`src/eee_mmd_map.svh`:
```
// Register map constants for the EEE and time-sync MMD register bank
`ifndef EEE_MMD_MAP_SVH
`define EEE_MMD_MAP_SVH

// ==========================================
// Clause 22 access registers
`define EEE_REG_MMD_CTRL      5'h0D
`define EEE_REG_MMD_DATA      5'h0E

// ==========================================
// MMD control field layout
`define EEE_CTRL_FUNC_HI      15
`define EEE_CTRL_FUNC_LO      14
`define EEE_CTRL_DEVAD_HI     4
`define EEE_FUNC_ADDR         2'h0
`define EEE_FUNC_DATA         2'h1
`define EEE_FUNC_INC_RW       2'h2
`define EEE_FUNC_INC_W        2'h3

// ==========================================
// Device addresses
`define EEE_DEV_PMA           5'h01
`define EEE_DEV_PCS           5'h03
`define EEE_DEV_PHYXS         5'h04
`define EEE_DEV_AN            5'h07

// ==========================================
// Register addresses inside devices
`define EEE_ADR_STATUS1       16'h0001
`define EEE_ADR_EEE_CAP       16'h0014
`define EEE_ADR_WAKE_ERR      16'h0016
`define EEE_ADR_ADV           16'h003C
`define EEE_ADR_LP_ADV        16'h003D
`define EEE_ADR_TS_BASE       16'h0708
`define EEE_ADR_TS_LAST       16'h0710

// ==========================================
// Field positions
`define EEE_BIT_PMA_LINK      2
`define EEE_BIT_PCS_LINK      2
`define EEE_BIT_RX_LPI_NOW    8
`define EEE_BIT_TX_LPI_NOW    9
`define EEE_BIT_RX_LPI_SEEN   10
`define EEE_BIT_TX_LPI_SEEN   11
`define EEE_BIT_GIG           2
`define EEE_BIT_FAST          1
`define EEE_BIT_TS_TX         1
`define EEE_BIT_TS_RX         0

// ==========================================
// Reset values
`define EEE_RST_ADV           2'h0
`define EEE_RST_COUNT         16'h0000

`endif

```
`src/eee_mmd_pkg.sv`:
```
// Types shared by the EEE and time-sync MMD register bank
package eee_mmd_pkg;

    // Live status from the PHY datapaths
    typedef struct packed {
        logic pma_link_up;
        logic pcs_link_up;
        logic tx_lpi_now;
        logic rx_lpi_now;
        logic wake_fault;
    } eee_status_type;

    // Time-sync delay words of one sublayer
    typedef struct packed {
        logic [1:0]  cap;
        logic [15:0] tx_max_lo;
        logic [15:0] tx_max_hi;
        logic [15:0] tx_min_lo;
        logic [15:0] tx_min_hi;
        logic [15:0] rx_max_lo;
        logic [15:0] rx_max_hi;
        logic [15:0] rx_min_lo;
        logic [15:0] rx_min_hi;
    } eee_tsync_type;

    typedef enum logic [1:0] {
        EEE_FN_ADDR,
        EEE_FN_DATA,
        EEE_FN_INC_RW,
        EEE_FN_INC_W
    } eee_func_type;

endpackage

```
`src/eee_mmd_regs.sv`:
```
// EEE and time-sync MMD register bank behind clause 22 registers 13 and 14
//
// Function
// - Extended space reached only via registers 13/14
// - Time-sync words read zero while link down
// - PMA time-sync capability and delays at 1.180x
// - PCS time-sync capability and delays at 3.180x
// - PHY XS time-sync words at 4.180x
// - PMA link status bit 2, latch low
// - PCS bit 11 Tx LPI seen, latch high
// - PCS bit 10 Rx LPI seen, latch high
// - PCS bit 9 live Tx LPI
// - PCS bit 8 live Rx LPI
// - PCS link status bit 2, latch low
// - Eee_ability_word bits 2 and 1
// - 16-bit wake fault counter
// - Counter clears on read and reset
// - Faults counted during refresh or wakeup
// - Advertisement sent in next page
// - Advertisement bits 2,1 writable, default zero
// - Registers at 7.60, 7.61, 3.20, 3.22
// - Partner advertisement read-only, mirrored after AN
// - Capability bits 1/0; PCS delays low/high
`timescale 1ns/100ps
`include "eee_mmd_map.svh"

module eee_mmd_regs
    import eee_mmd_pkg::*;
(
    input  wire logic           REF_CLK,
    input  wire logic           RST_B,
    input  wire logic           SOFT_RST,
    input  wire logic [4:0]     REG_ADDR,
    input  wire logic           REG_WR,
    input  wire logic           REG_RD,
    input  wire logic [15:0]    REG_WDATA,
    output logic      [15:0]    REG_RDATA,
    input  wire eee_status_type STATUS,
    input  wire logic           LINK_UP,
    input  wire logic           GIG_EEE_CAPABLE,
    input  wire logic           FAST_EEE_CAPABLE,
    input  wire logic           AN_DONE,
    input  wire logic [1:0]     PARTNER_ADV,
    input  wire eee_tsync_type  TS_PMA,
    input  wire eee_tsync_type  TS_PCS,
    input  wire eee_tsync_type  TS_PHYXS,
    output logic      [1:0]     LOCAL_ADV
);

    // ==========================================
    // Access registers
    logic [15:0] ctrl_q;
    logic [15:0] addr_q;
    logic [15:0] rdata_q;
    logic [1:0]  adv_q;
    logic [1:0]  lp_adv_q;
    logic [15:0] wake_cnt_q;
    logic        pma_ll_q;
    logic        pcs_ll_q;
    logic        tx_lh_q;
    logic        rx_lh_q;

    eee_func_type func;
    wire  [4:0]   devad     = ctrl_q[`EEE_CTRL_DEVAD_HI:0];
    assign func             = eee_func_type'(ctrl_q[`EEE_CTRL_FUNC_HI:`EEE_CTRL_FUNC_LO]);

    wire          sel_ctrl  = REG_ADDR == `EEE_REG_MMD_CTRL;
    wire          sel_data  = REG_ADDR == `EEE_REG_MMD_DATA;
    wire          data_acc  = sel_data && func != EEE_FN_ADDR;
    wire          data_rd   = REG_RD && data_acc;
    wire          data_wr   = REG_WR && data_acc;
    wire          addr_inc  = (REG_RD && sel_data && func == EEE_FN_INC_RW) ||
                              (REG_WR && sel_data && func != EEE_FN_ADDR && func != EEE_FN_DATA);

    wire          hit_pma_st = devad == `EEE_DEV_PMA && addr_q == `EEE_ADR_STATUS1;
    wire          hit_pcs_st = devad == `EEE_DEV_PCS && addr_q == `EEE_ADR_STATUS1;
    wire          hit_cap    = devad == `EEE_DEV_PCS && addr_q == `EEE_ADR_EEE_CAP;
    wire          hit_wake   = devad == `EEE_DEV_PCS && addr_q == `EEE_ADR_WAKE_ERR;
    wire          hit_adv    = devad == `EEE_DEV_AN && addr_q == `EEE_ADR_ADV;
    wire          hit_lp     = devad == `EEE_DEV_AN && addr_q == `EEE_ADR_LP_ADV;
    wire          in_ts      = addr_q >= `EEE_ADR_TS_BASE && addr_q <= `EEE_ADR_TS_LAST;
    wire  [3:0]   ts_idx     = 4'(addr_q - `EEE_ADR_TS_BASE);

    // ==========================================
    // Time-sync word selection
    // sublayer word select
    eee_tsync_type ts_sel;
    assign ts_sel = devad == `EEE_DEV_PMA ? TS_PMA :
                    devad == `EEE_DEV_PCS ? TS_PCS : TS_PHYXS;
    wire          ts_dev = devad == `EEE_DEV_PMA || devad == `EEE_DEV_PCS || devad == `EEE_DEV_PHYXS;
    // PCS has high words at even addresses; others only odd
    wire          ts_hi_ok = devad == `EEE_DEV_PCS;
    logic [15:0]  ts_word;
    always_comb begin
        ts_word = 16'h0000;
        unique case (ts_idx)
            4'h0: ts_word = {14'h0000, ts_sel.cap};
            4'h1: ts_word = ts_sel.tx_max_lo;
            4'h2: ts_word = ts_hi_ok ? ts_sel.tx_max_hi : 16'h0000;
            4'h3: ts_word = ts_sel.tx_min_lo;
            4'h4: ts_word = ts_hi_ok ? ts_sel.tx_min_hi : 16'h0000;
            4'h5: ts_word = ts_sel.rx_max_lo;
            4'h6: ts_word = ts_hi_ok ? ts_sel.rx_max_hi : 16'h0000;
            4'h7: ts_word = ts_sel.rx_min_lo;
            4'h8: ts_word = ts_hi_ok ? ts_sel.rx_min_hi : 16'h0000;
            default: ts_word = 16'h0000;
        endcase
    end

    // ==========================================
    // Status words
    logic [15:0] pma_word;
    logic [15:0] pcs_word;
    logic [15:0] cap_word;
    always_comb begin
        pma_word = 16'h0000;
        pcs_word = 16'h0000;
        cap_word = 16'h0000;
        pma_word[`EEE_BIT_PMA_LINK]    = pma_ll_q;
        pcs_word[`EEE_BIT_PCS_LINK]    = pcs_ll_q;
        pcs_word[`EEE_BIT_TX_LPI_SEEN] = tx_lh_q;
        pcs_word[`EEE_BIT_RX_LPI_SEEN] = rx_lh_q;
        pcs_word[`EEE_BIT_TX_LPI_NOW]  = STATUS.tx_lpi_now;
        pcs_word[`EEE_BIT_RX_LPI_NOW]  = STATUS.rx_lpi_now;
        cap_word[`EEE_BIT_GIG]         = GIG_EEE_CAPABLE;
        cap_word[`EEE_BIT_FAST]        = FAST_EEE_CAPABLE;
    end

    logic [15:0] mmd_word;
    always_comb begin
        mmd_word = 16'h0000;
        if (in_ts && ts_dev) begin
            mmd_word = LINK_UP ? ts_word : 16'h0000;
        end else if (hit_pma_st) begin
            mmd_word = pma_word;
        end else if (hit_pcs_st) begin
            mmd_word = pcs_word;
        end else if (hit_cap) begin
            mmd_word = cap_word;
        end else if (hit_wake) begin
            mmd_word = wake_cnt_q;
        end else if (hit_adv) begin
            mmd_word = {13'h0000, adv_q, 1'b0};
        end else if (hit_lp) begin
            mmd_word = {13'h0000, lp_adv_q, 1'b0};
        end
    end

    wire [15:0] rd_mux = sel_ctrl ? ctrl_q :
                         sel_data ? (func == EEE_FN_ADDR ? addr_q : mmd_word) : 16'h0000;
    wire        rd_pma = data_rd && hit_pma_st;
    wire        rd_pcs = data_rd && hit_pcs_st;
    wire        rd_wk  = data_rd && hit_wake;

    // ==========================================
    // Access and advertisement registers
    always_ff @(posedge REF_CLK or negedge RST_B) begin
        if (!RST_B) begin
            ctrl_q  <= 16'h0000;
            addr_q  <= 16'h0000;
            rdata_q <= 16'h0000;
            adv_q   <= `EEE_RST_ADV;
        end else if (SOFT_RST) begin
            ctrl_q  <= 16'h0000;
            addr_q  <= 16'h0000;
            rdata_q <= 16'h0000;
            adv_q   <= `EEE_RST_ADV;
        end else begin
            if (REG_RD) begin
                rdata_q <= rd_mux;
            end
            if (REG_WR && sel_ctrl) begin
                ctrl_q <= REG_WDATA;
            end
            if (REG_WR && sel_data && func == EEE_FN_ADDR) begin
                addr_q <= REG_WDATA;
            end else if (addr_inc) begin
                addr_q <= addr_q + 16'h0001;
            end
            // only bits 2 and 1 writable
            if (data_wr && hit_adv) begin
                adv_q <= REG_WDATA[`EEE_BIT_GIG:`EEE_BIT_FAST];
            end
        end
    end

    // ==========================================
    // Latched status and wake counter
    always_ff @(posedge REF_CLK or negedge RST_B) begin
        if (!RST_B) begin
            pma_ll_q   <= 1'b0;
            pcs_ll_q   <= 1'b0;
            tx_lh_q    <= 1'b0;
            rx_lh_q    <= 1'b0;
            wake_cnt_q <= `EEE_RST_COUNT;
            lp_adv_q   <= 2'h0;
        end else if (SOFT_RST) begin
            pma_ll_q   <= 1'b0;
            pcs_ll_q   <= 1'b0;
            tx_lh_q    <= 1'b0;
            rx_lh_q    <= 1'b0;
            wake_cnt_q <= `EEE_RST_COUNT;
            lp_adv_q   <= 2'h0;
        end else begin
            // read re-arms latch to live value; new event wins
            pma_ll_q <= rd_pma ? STATUS.pma_link_up : (pma_ll_q & STATUS.pma_link_up);
            pcs_ll_q <= rd_pcs ? STATUS.pcs_link_up : (pcs_ll_q & STATUS.pcs_link_up);
            tx_lh_q  <= rd_pcs ? STATUS.tx_lpi_now : (tx_lh_q | STATUS.tx_lpi_now);
            rx_lh_q  <= rd_pcs ? STATUS.rx_lpi_now : (rx_lh_q | STATUS.rx_lpi_now);
            // count faults; refresh or wakeup fault
            // read clears, but a fault in that cycle counts 1
            if (rd_wk) begin
                wake_cnt_q <= {15'h0000, STATUS.wake_fault};
            end else if (STATUS.wake_fault && wake_cnt_q != 16'hFFFF) begin
                wake_cnt_q <= wake_cnt_q + 16'h0001;
            end
            if (AN_DONE) begin
                lp_adv_q <= PARTNER_ADV;
            end
        end
    end

    assign REG_RDATA = rdata_q;
    assign LOCAL_ADV = adv_q;

endmodule

```
`config.mk`:
```
export PLATFORM = sky130hd
export DESIGN_NAME = eee_mmd_regs
export DESIGN_NICKNAME = d
export VERILOG_FILES = /design/src/eee_mmd_pkg.sv /design/src/eee_mmd_regs.sv
export VERILOG_INCLUDE_DIRS = /design/src
export SDC_FILE = /design/constraint.sdc
export NUM_CORES = 1
export LEC_CHECK = 0
export BUFFER_PORTS_ARGS = -buffer_cell sky130_fd_sc_hd__buf_2
export CORE_AREA = 2 2 174 176
export DETAILED_ROUTE_END_ITERATION = 10
export DIE_AREA = 0 0 176 178
export GPL_TIMING_DRIVEN = 1
export HOLD_SLACK_MARGIN = 0.12
export PLACE_DENSITY_LB_ADDON = 0.3
export SLEW_MARGIN = 15
export SYNTH_ARGS = -nofsm -noshare
export SYNTH_HDL_FRONTEND = slang
export SYNTH_SLANG_ARGS = --single-unit
```
`constraint.sdc`:
```
create_clock -name REF_CLK -period 5.4 [get_ports REF_CLK]
set_clock_uncertainty 0.15 [all_clocks]
set_input_delay 0.81 -clock REF_CLK [delete_from_list [all_inputs] [get_ports REF_CLK]]
set_output_delay 0.81 -clock REF_CLK [all_outputs]
set_load 0.005 [all_outputs]
```
==> flow_metrics.tcl, run 1 <==
set metrics [dict create \
    clock_latency_ns 0.35 \
    cp.required_ns 5.48 \
    dieArea_um2 31300 \
    cts.hold.buffers_added 0 \
    std_cell_rows 63 \
    p_per_area_nw_per_um2 158 \
    grt_pass1_vias 8146 \
    fin_crit_ns 3.58 \
    start_util_pct 23.0 \
    routedWlPerCell_um 23.3 \
    synthesis.nets 1313 \
    nets 1637 \
    dpl.hpwl_um 30200 \
    drv_slew 0 \
    seq_area_frac_synth_pct 26.7 \
    synth_most_common_cell "nand2_1" \
    htreeDepth 3 \
    drv_cap 0 \
    netlist_top_cells_count "143 x nand2_1, 80 x a21oi_1, 72 x dfrtp_1" \
    portBuffers 372 \
    wirelength_um 37400 \
    yosys_warnings 0 \
    synth_edf_count 0 \
    grt_setup_unrepaired "false" \
    dieWidth_um 176 \
    avgSynthCellArea_um2 7.66 \
    hold_violations 0 \
    finalSetupTns_ns 0 \
    setup_violations 0 \
    area_growth_syn_to_layout_pct 37.3 \
    gp_congestion 0.878 \
    cp_slowest_stage_delay_ns 0.82 \
    ant_nets 0 \
    grt_antenna_before_repair 12 \
    vdd.ir_drop.worst_v 0.000103 \
    status "complete, no violations" \
    critPathKind "reg2reg" \
    core_um2 29400 \
    drt-initial-drc-count 767 \
    hold_class "reg2reg" \
    io_pins 445 \
    drive_gt1_share_pct 34.9 \
    crit_path_end_kind "flop" \
    clockBufferDepth 2 \
    tritoncts "yes" \
    fin_crit_sh_pct 66.4 \
    async_flop_share_pct 100 \
    grt-ovfl-total 0 \
    drcViolationCount 0 \
    synth_top_cell_area_share_pct 26.7 \
    vias 8611 \
    arrival_ns 3.66 \
    fmax_mhz 279 \
    grt_pass1_wl_um 52300 \
    gr-usage-all-layers_pct 22.5 \
    synth_area_um2 6750 \
    ys_ff_latch 72 \
    grt_max_degree 53 \
    vias_per_cell 5.37 \
    syn_inst 881 \
    maxSlewHeadroom_pct 21.2 \
    timing.hold.ws_ns 0.365 \
    cts_resized 0 \
    p_leak_nw 4.11 \
    critPathLaunchType "flop" \
    yosys.area.top_type "dfrtp_1" \
    synth_cell_type_count 64 \
    tightest_slew_ns 1.18 \
    clkSinkCount 72 \
    path_clk_slew_ns 0.07 \
    ctsRootBufferMaster "clkbuf_16" \
    synthTopCellsByArea "dfrtp_1 27%, mux2i_1 8.7%, nand2_1 8.0%" \
    critical_path.cell_chain "nand4bb_1 -> nor2_4 -> buf_4 -> mux2i_1 -> o22ai_1 -> nor4_1 -> a2111oi_0 -> or3_1" \
    crit_slowest_cell "nor4_1" \
    numCtsBuffers 9 \
    die_h_um 178 \
    drt_pass1_iterations 5 \
    postCtsSetupBuffers 0 \
    worstPathMaxFanout 41 \
    ys.flop_type "dfrtp_1" \
]
-- worst max-delay path: cells and delay by family (launching register included) --
kind            cells  cell delay, ns
flops               1            0.66
simple gates        4            1.65
mux                 1            0.25
buf+inv             1            0.51
compound gates      2            0.23
-- routing by layer --
| layer | wire length (um) | track usage [%] |
|---|---|---|
| met1 | 15800 | 29.3 |
| met2 | 18100 | 37.3 |
| met3 | 2800 | 5.22 |
| met4 | 671 | 5.82 |
| met5 | 68 | 0 |
-- where the power goes --
part | total, W | internal, W | switching, W
logic | 0.000230 | 0.000120 | 0.000110
registers | 0.000551 | 0.000545 | 0.00000674
clock network | 0.000679 | 0.000411 | 0.000268
total | 0.00146 | 0.00108 | 0.000385
-- path summary, 6_finish.rpt --
check	startpoint	end	slack, ns	depth (start not counted)
setup / recovery	ctrl_q[1]	REG_RDATA[6]	1.82	8
hold / removal	ctrl_q[5]	ctrl_q[5]	0.36	1
setup reg to reg	ctrl_q[1]	REG_RDATA[6]	1.82	8
hold reg to reg	ctrl_q[5]	ctrl_q[5]	0.36	1
max in group asynchronous	RST_B	wake_cnt_q[0]	3.66	2
min in group asynchronous	RST_B	addr_q[14]	0.37	1
-- placed cells by master (no fill, tap or decap), types with 5 or more instances in the layout --
cell type | netlist | layout
buf_2 | 6 | 372
nand2_1 | 143 | 143
a21oi_1 | 80 | 80
dfrtp_1 | 72 | 72
mux2i_1 | 59 | 59
o21ai_0 | 57 | 57
nor2_1 | 45 | 43
a22oi_1 | 41 | 41
o22ai_1 | 33 | 33
a221oi_1 | 32 | 32
a22o_1 | 27 | 27
nand3_1 | 26 | 26
buf_4 | 2 | 18
and3_1 | 14 | 14
nand4_1 | 13 | 13
or3_1 | 12 | 12
nor4_1 | 9 | 9
a31oi_1 | 9 | 9
xor2_1 | 9 | 9
clkbuf_16 | 0 | 9
nor3b_1 | 7 | 7
nor2b_1 | 7 | 7
inv_1 | 6 | 6
nor3_1 | 7 | 6
and2_1 | 6 | 6
or4_1 | 6 | 6
o41ai_1 | 6 | 6
o31ai_1 | 6 | 6
diode_2 | 0 | 5
a211oi_1 | 5 | 5
and3b_1 | 5 | 5
a21o_1 | 5 | 5
a2111oi_0 | 5 | 5
ha_1 | 5 | 5
-- metrics by stage --
step           instances  instance area, um^2  power (W)  utilization, %  setup slack, ns
5_1_grt             1603                 9270    0.00150            31.5             1.65
2_1_floorplan        881                 6750   0.000618               -             2.54
4_1_cts             1600                 9260    0.00146            31.5             1.83
3_3_place_gp        1584                 8930   0.000787            30.4             1.90
6_report            1605                 9270    0.00146            31.5             1.82
3_5_place_dp        1584                 8930   0.000790            30.4             1.87
-- cell type report --
class,instances,area [um^2]
tap,390,488
fill,3208,20100
inverter,6,22.5
antenna,5,12.5
clock buffer,9,225
clock inverter,7,104
timing repair buffer,390,2000
sequential,72,1800
multi-input combinational,726,4620
-- cells by family (layout without fill, tap and decap cells) --
family	after synthesis	count (layout)	share of synthesized area, %
AND/OR/NAND/NOR	322	322	23.9
other	0	5	0
XOR/XNOR	12	12	1.56
adder cells (fa/ha/maj)	5	5	0.927
buffers and inverters	83	412	5.11
multiplexers	62	62	9.25
flip-flops	72	72	26.7
AO/OA/AOI/OAI	325	325	32.6
-- flip-flops by register name, indices dropped and copies added (netlist names) --
signal      cells
pcs_ll_q        1
pma_ll_q        1
addr_q         16
REG_RDATA      16
rx_lh_q         1
ctrl_q         16
wake_cnt_q     16
tx_lh_q         1
LOCAL_ADV       2
lp_adv_q        2
Power figures use the tool's default switching activity.
==> run 2, diff against run 1 <==
ABC_AREA = 1   (was default)
CORE_AREA = 2 2 172 174   (was 2 2 174 176)
DIE_AREA = 0 0 174 176   (was 0 0 176 178)
clock period = 2.9 ns   (was 5.4 ns; I/O delays follow)
==> flow_metrics.tcl, run 2 <==
set metrics [dict create \
    core_um2 28500 \
    critical_path.cell_chain "nor2_8 -> nand3_2 -> buf_12 -> nand2_1 -> nand3_1 -> o211ai_1 -> nand2_1 -> nor2_1 -> nand2_1 -> nand2_1 -> nand2_1 -> nand2_1 -> nand2_1 -> nand2_1 -> nand2_1" \
    seq_area_frac_synth_pct 25.4 \
    synthTopCellsByArea "dfrtp_1 25%, nand2_1 23%, nand3_1 12%" \
    reg2reg_to "REG_RDATA[9]" \
    fin_crit_sh_pct 91.7 \
    drv_cap 0 \
    avgSynthCellArea_um2 5.96 \
    ys_ff_latch 72 \
    fin_crit_ns 2.66 \
    area_growth_syn_to_layout_pct 34.1 \
    drt_pass1_iterations 8 \
    synth_most_common_cell "nand2_1" \
    start_util_pct 24.9 \
    clockBufferDepth 2 \
    grt_pass1_wl_um 52900 \
    multi_input_comb_area_um2 4680 \
    synth_cell_type_count 43 \
    portBuffers 316 \
    cp.required_ns 2.98 \
    gr-usage-all-layers_pct 22.7 \
    io_pins 445 \
    wirelength_um 35200 \
    crit_path_end_kind "flop" \
    register_area_um2 1800 \
    clkSinkCount 72 \
    p_total_w 0.00273 \
    finalSetupTns_ns 0 \
    status "complete, no violations" \
    tightest_slew_ns 0.736 \
    place_area_um2 9210 \
    ys.flop_type "dfrtp_1" \
    dpl.hpwl_um 29500 \
    hold_class "in2reg" \
    arrival_ns 2.74 \
    critPathMostFrequentCell "nand2_1" \
    p_leak_nw 5.12 \
    critPathKind "reg2reg" \
    vdd.ir_drop.worst_v 0.000269 \
    worstPathMaxFanout 65 \
    yosys.area.top_type "dfrtp_1" \
    crit_start "ctrl_q[2]" \
    drt-initial-drc-count 684 \
    critPathCapture "REG_RDATA[9]" \
    netlist_top_cells_count "431 x nand2_1, 175 x nand3_1, 82 x nor2_1" \
    numCtsBuffers 9 \
    grt_antenna_before_repair 16 \
    vias_per_cell 4.94 \
    std_cell_rows 62 \
    worstReg2RegStart "ctrl_q[2]" \
    tritoncts "yes" \
    path_clk_slew_ns 0.06 \
    die_h_um 176 \
    yosys_warnings 0 \
    maxSlewHeadroom_pct 50.9 \
    clock_latency_ns 0.34 \
    drive_gt1_share_pct 27.4 \
    final_cell_mix "431 x nand2_1, 316 x buf_2, 175 x nand3_1, 82 x nor2_1" \
    grt_max_degree 85 \
    n_fill_cell 3316 \
    drv_slew 0 \
    nets 1926 \
    drcViolationCount 0 \
    synth_edf_count 0 \
    dieArea_um2 30600 \
    critPathLaunchType "flop" \
    gp_congestion 0.951 \
    finalInstanceArea_um2 9530 \
    p_per_area_nw_per_um2 287 \
    grt_setup_unrepaired "false" \
    htreeDepth 3 \
    ctsRootBufferMaster "clkbuf_16" \
    synth_area_um2 7110 \
    fmax_mhz 376 \
    cp_slowest_stage_delay_ns 0.47 \
    async_flop_share_pct 100 \
    ant_nets 0 \
    vias 9337 \
    routedWlPerCell_um 18.6 \
    dieWidth_um 174 \
    synthesis.nets 1624 \
    postCtsSetupBuffers 0 \
    synth_top_cell_area_share_pct 25.4 \
    grt_pass1_vias 8931 \
    final_common_cell "nand2_1" \
    crit_slowest_cell "dfrtp_1" \
    ff2ff_path_depth 15 \
    hold_violations 0 \
    syn_inst 1192 \
    grt-ovfl-total 0 \
    setup_violations 0 \
    r2r_setup_slack_ns 0.24 \
]
## run 2: cell count changes after synthesis, moves of 26 or more
cell and change:
a21oi_1 -32, a221oi_1 -31, a22o_1 -27, a22oi_1 -41, buf_2 +26, clkbuf_1 -38
inv_1 +65, mux2i_1 -59, nand2_1 +288, nand3_1 +149, nor2_1 +37, o211ai_1 +57
## run 2: kinds of logic after synthesis
family / after synthesis / share of synthesized area, %
and+or+nand+nor: 765 / 47.3
AOI/OAI and AO/OA: 185 / 15.9
buffers and inverters: 152 / 8.96
adders and majority gates: 5 / 0.880
DFF: 72 / 25.4
xor gates and xnor gates: 13 / 1.60
## run 2: worst min path at each step
| stage | start | endpoint | cells after the start |
|---|---|---|---|
| after floorplan | RST_B | LOCAL_ADV[0] | 0 |
| after global placement | ctrl_q[6] | ctrl_q[6] | 2 |
| after detailed placement | ctrl_q[6] | ctrl_q[6] | 2 |
| after CTS | STATUS[4] | pma_ll_q | 3 |
| after global routing | REG_WDATA[14] | ctrl_q[14] | 3 |
| final | STATUS[4] | pma_ll_q | 3 |
## run 2: cell type report
class	instances	share of cell area, %
Antenna cell	9	0.236
Clock buffer	11	2.44
Clock inverter	4	0.578
Inverter	91	3.58
Multi-Input combinational cell	968	49.1
Sequential cell	72	18.9
Tap cell	384	5.04
Timing Repair Buffer	352	20.1
## run 2: routing by layer
| layer | share of wire (%) | global-route usage [%] |
|---|---|---|
| met1 | 42 | 28.9 |
| met2 | 45 | 36.7 |
| met3 | 11 | 8.01 |
| met4 | 2.2 | 5.36 |
| met5 | 0.13 | 0 |
## run 2: per-stage QoR
stage                     instances  utilization (%)  setup slack, ns  hold WS (ns)
after floorplan                1192                -            0.826       -0.0106
final                          1891             33.4            0.242         0.183
after CTS                      1882             33.3            0.183         0.177
after global routing           1883             33.3           0.0274         0.192
after global placement         1866             32.2            0.222         0.307
after detailed placement       1866             32.2            0.197         0.309
## run 2: power breakdown
| group | total (W) | internal (W) | switching [W] |
|---|---|---|---|
| registers | 0.00106 | 0.00103 | 0.0000288 |
| logic | 0.000573 | 0.000244 | 0.000328 |
| clock network | 0.00111 | 0.000666 | 0.000439 |
## run 2: what timing repair did
item,CTS,global route
gates resized for setup,0,2
endpoints found under the hold margin,29,0
hold buffers,1,0
setup endpoints to repair,0,10
## run 2: worst max-delay path: cells and delay by family (launching register included)
kind                   cells  cell delay (ns)
AO/OA/AOI/OAI              1             0.12
buffers and inverters      1             0.20
flip-flops                 1             0.47
AND/OR/NAND/NOR           13             1.54
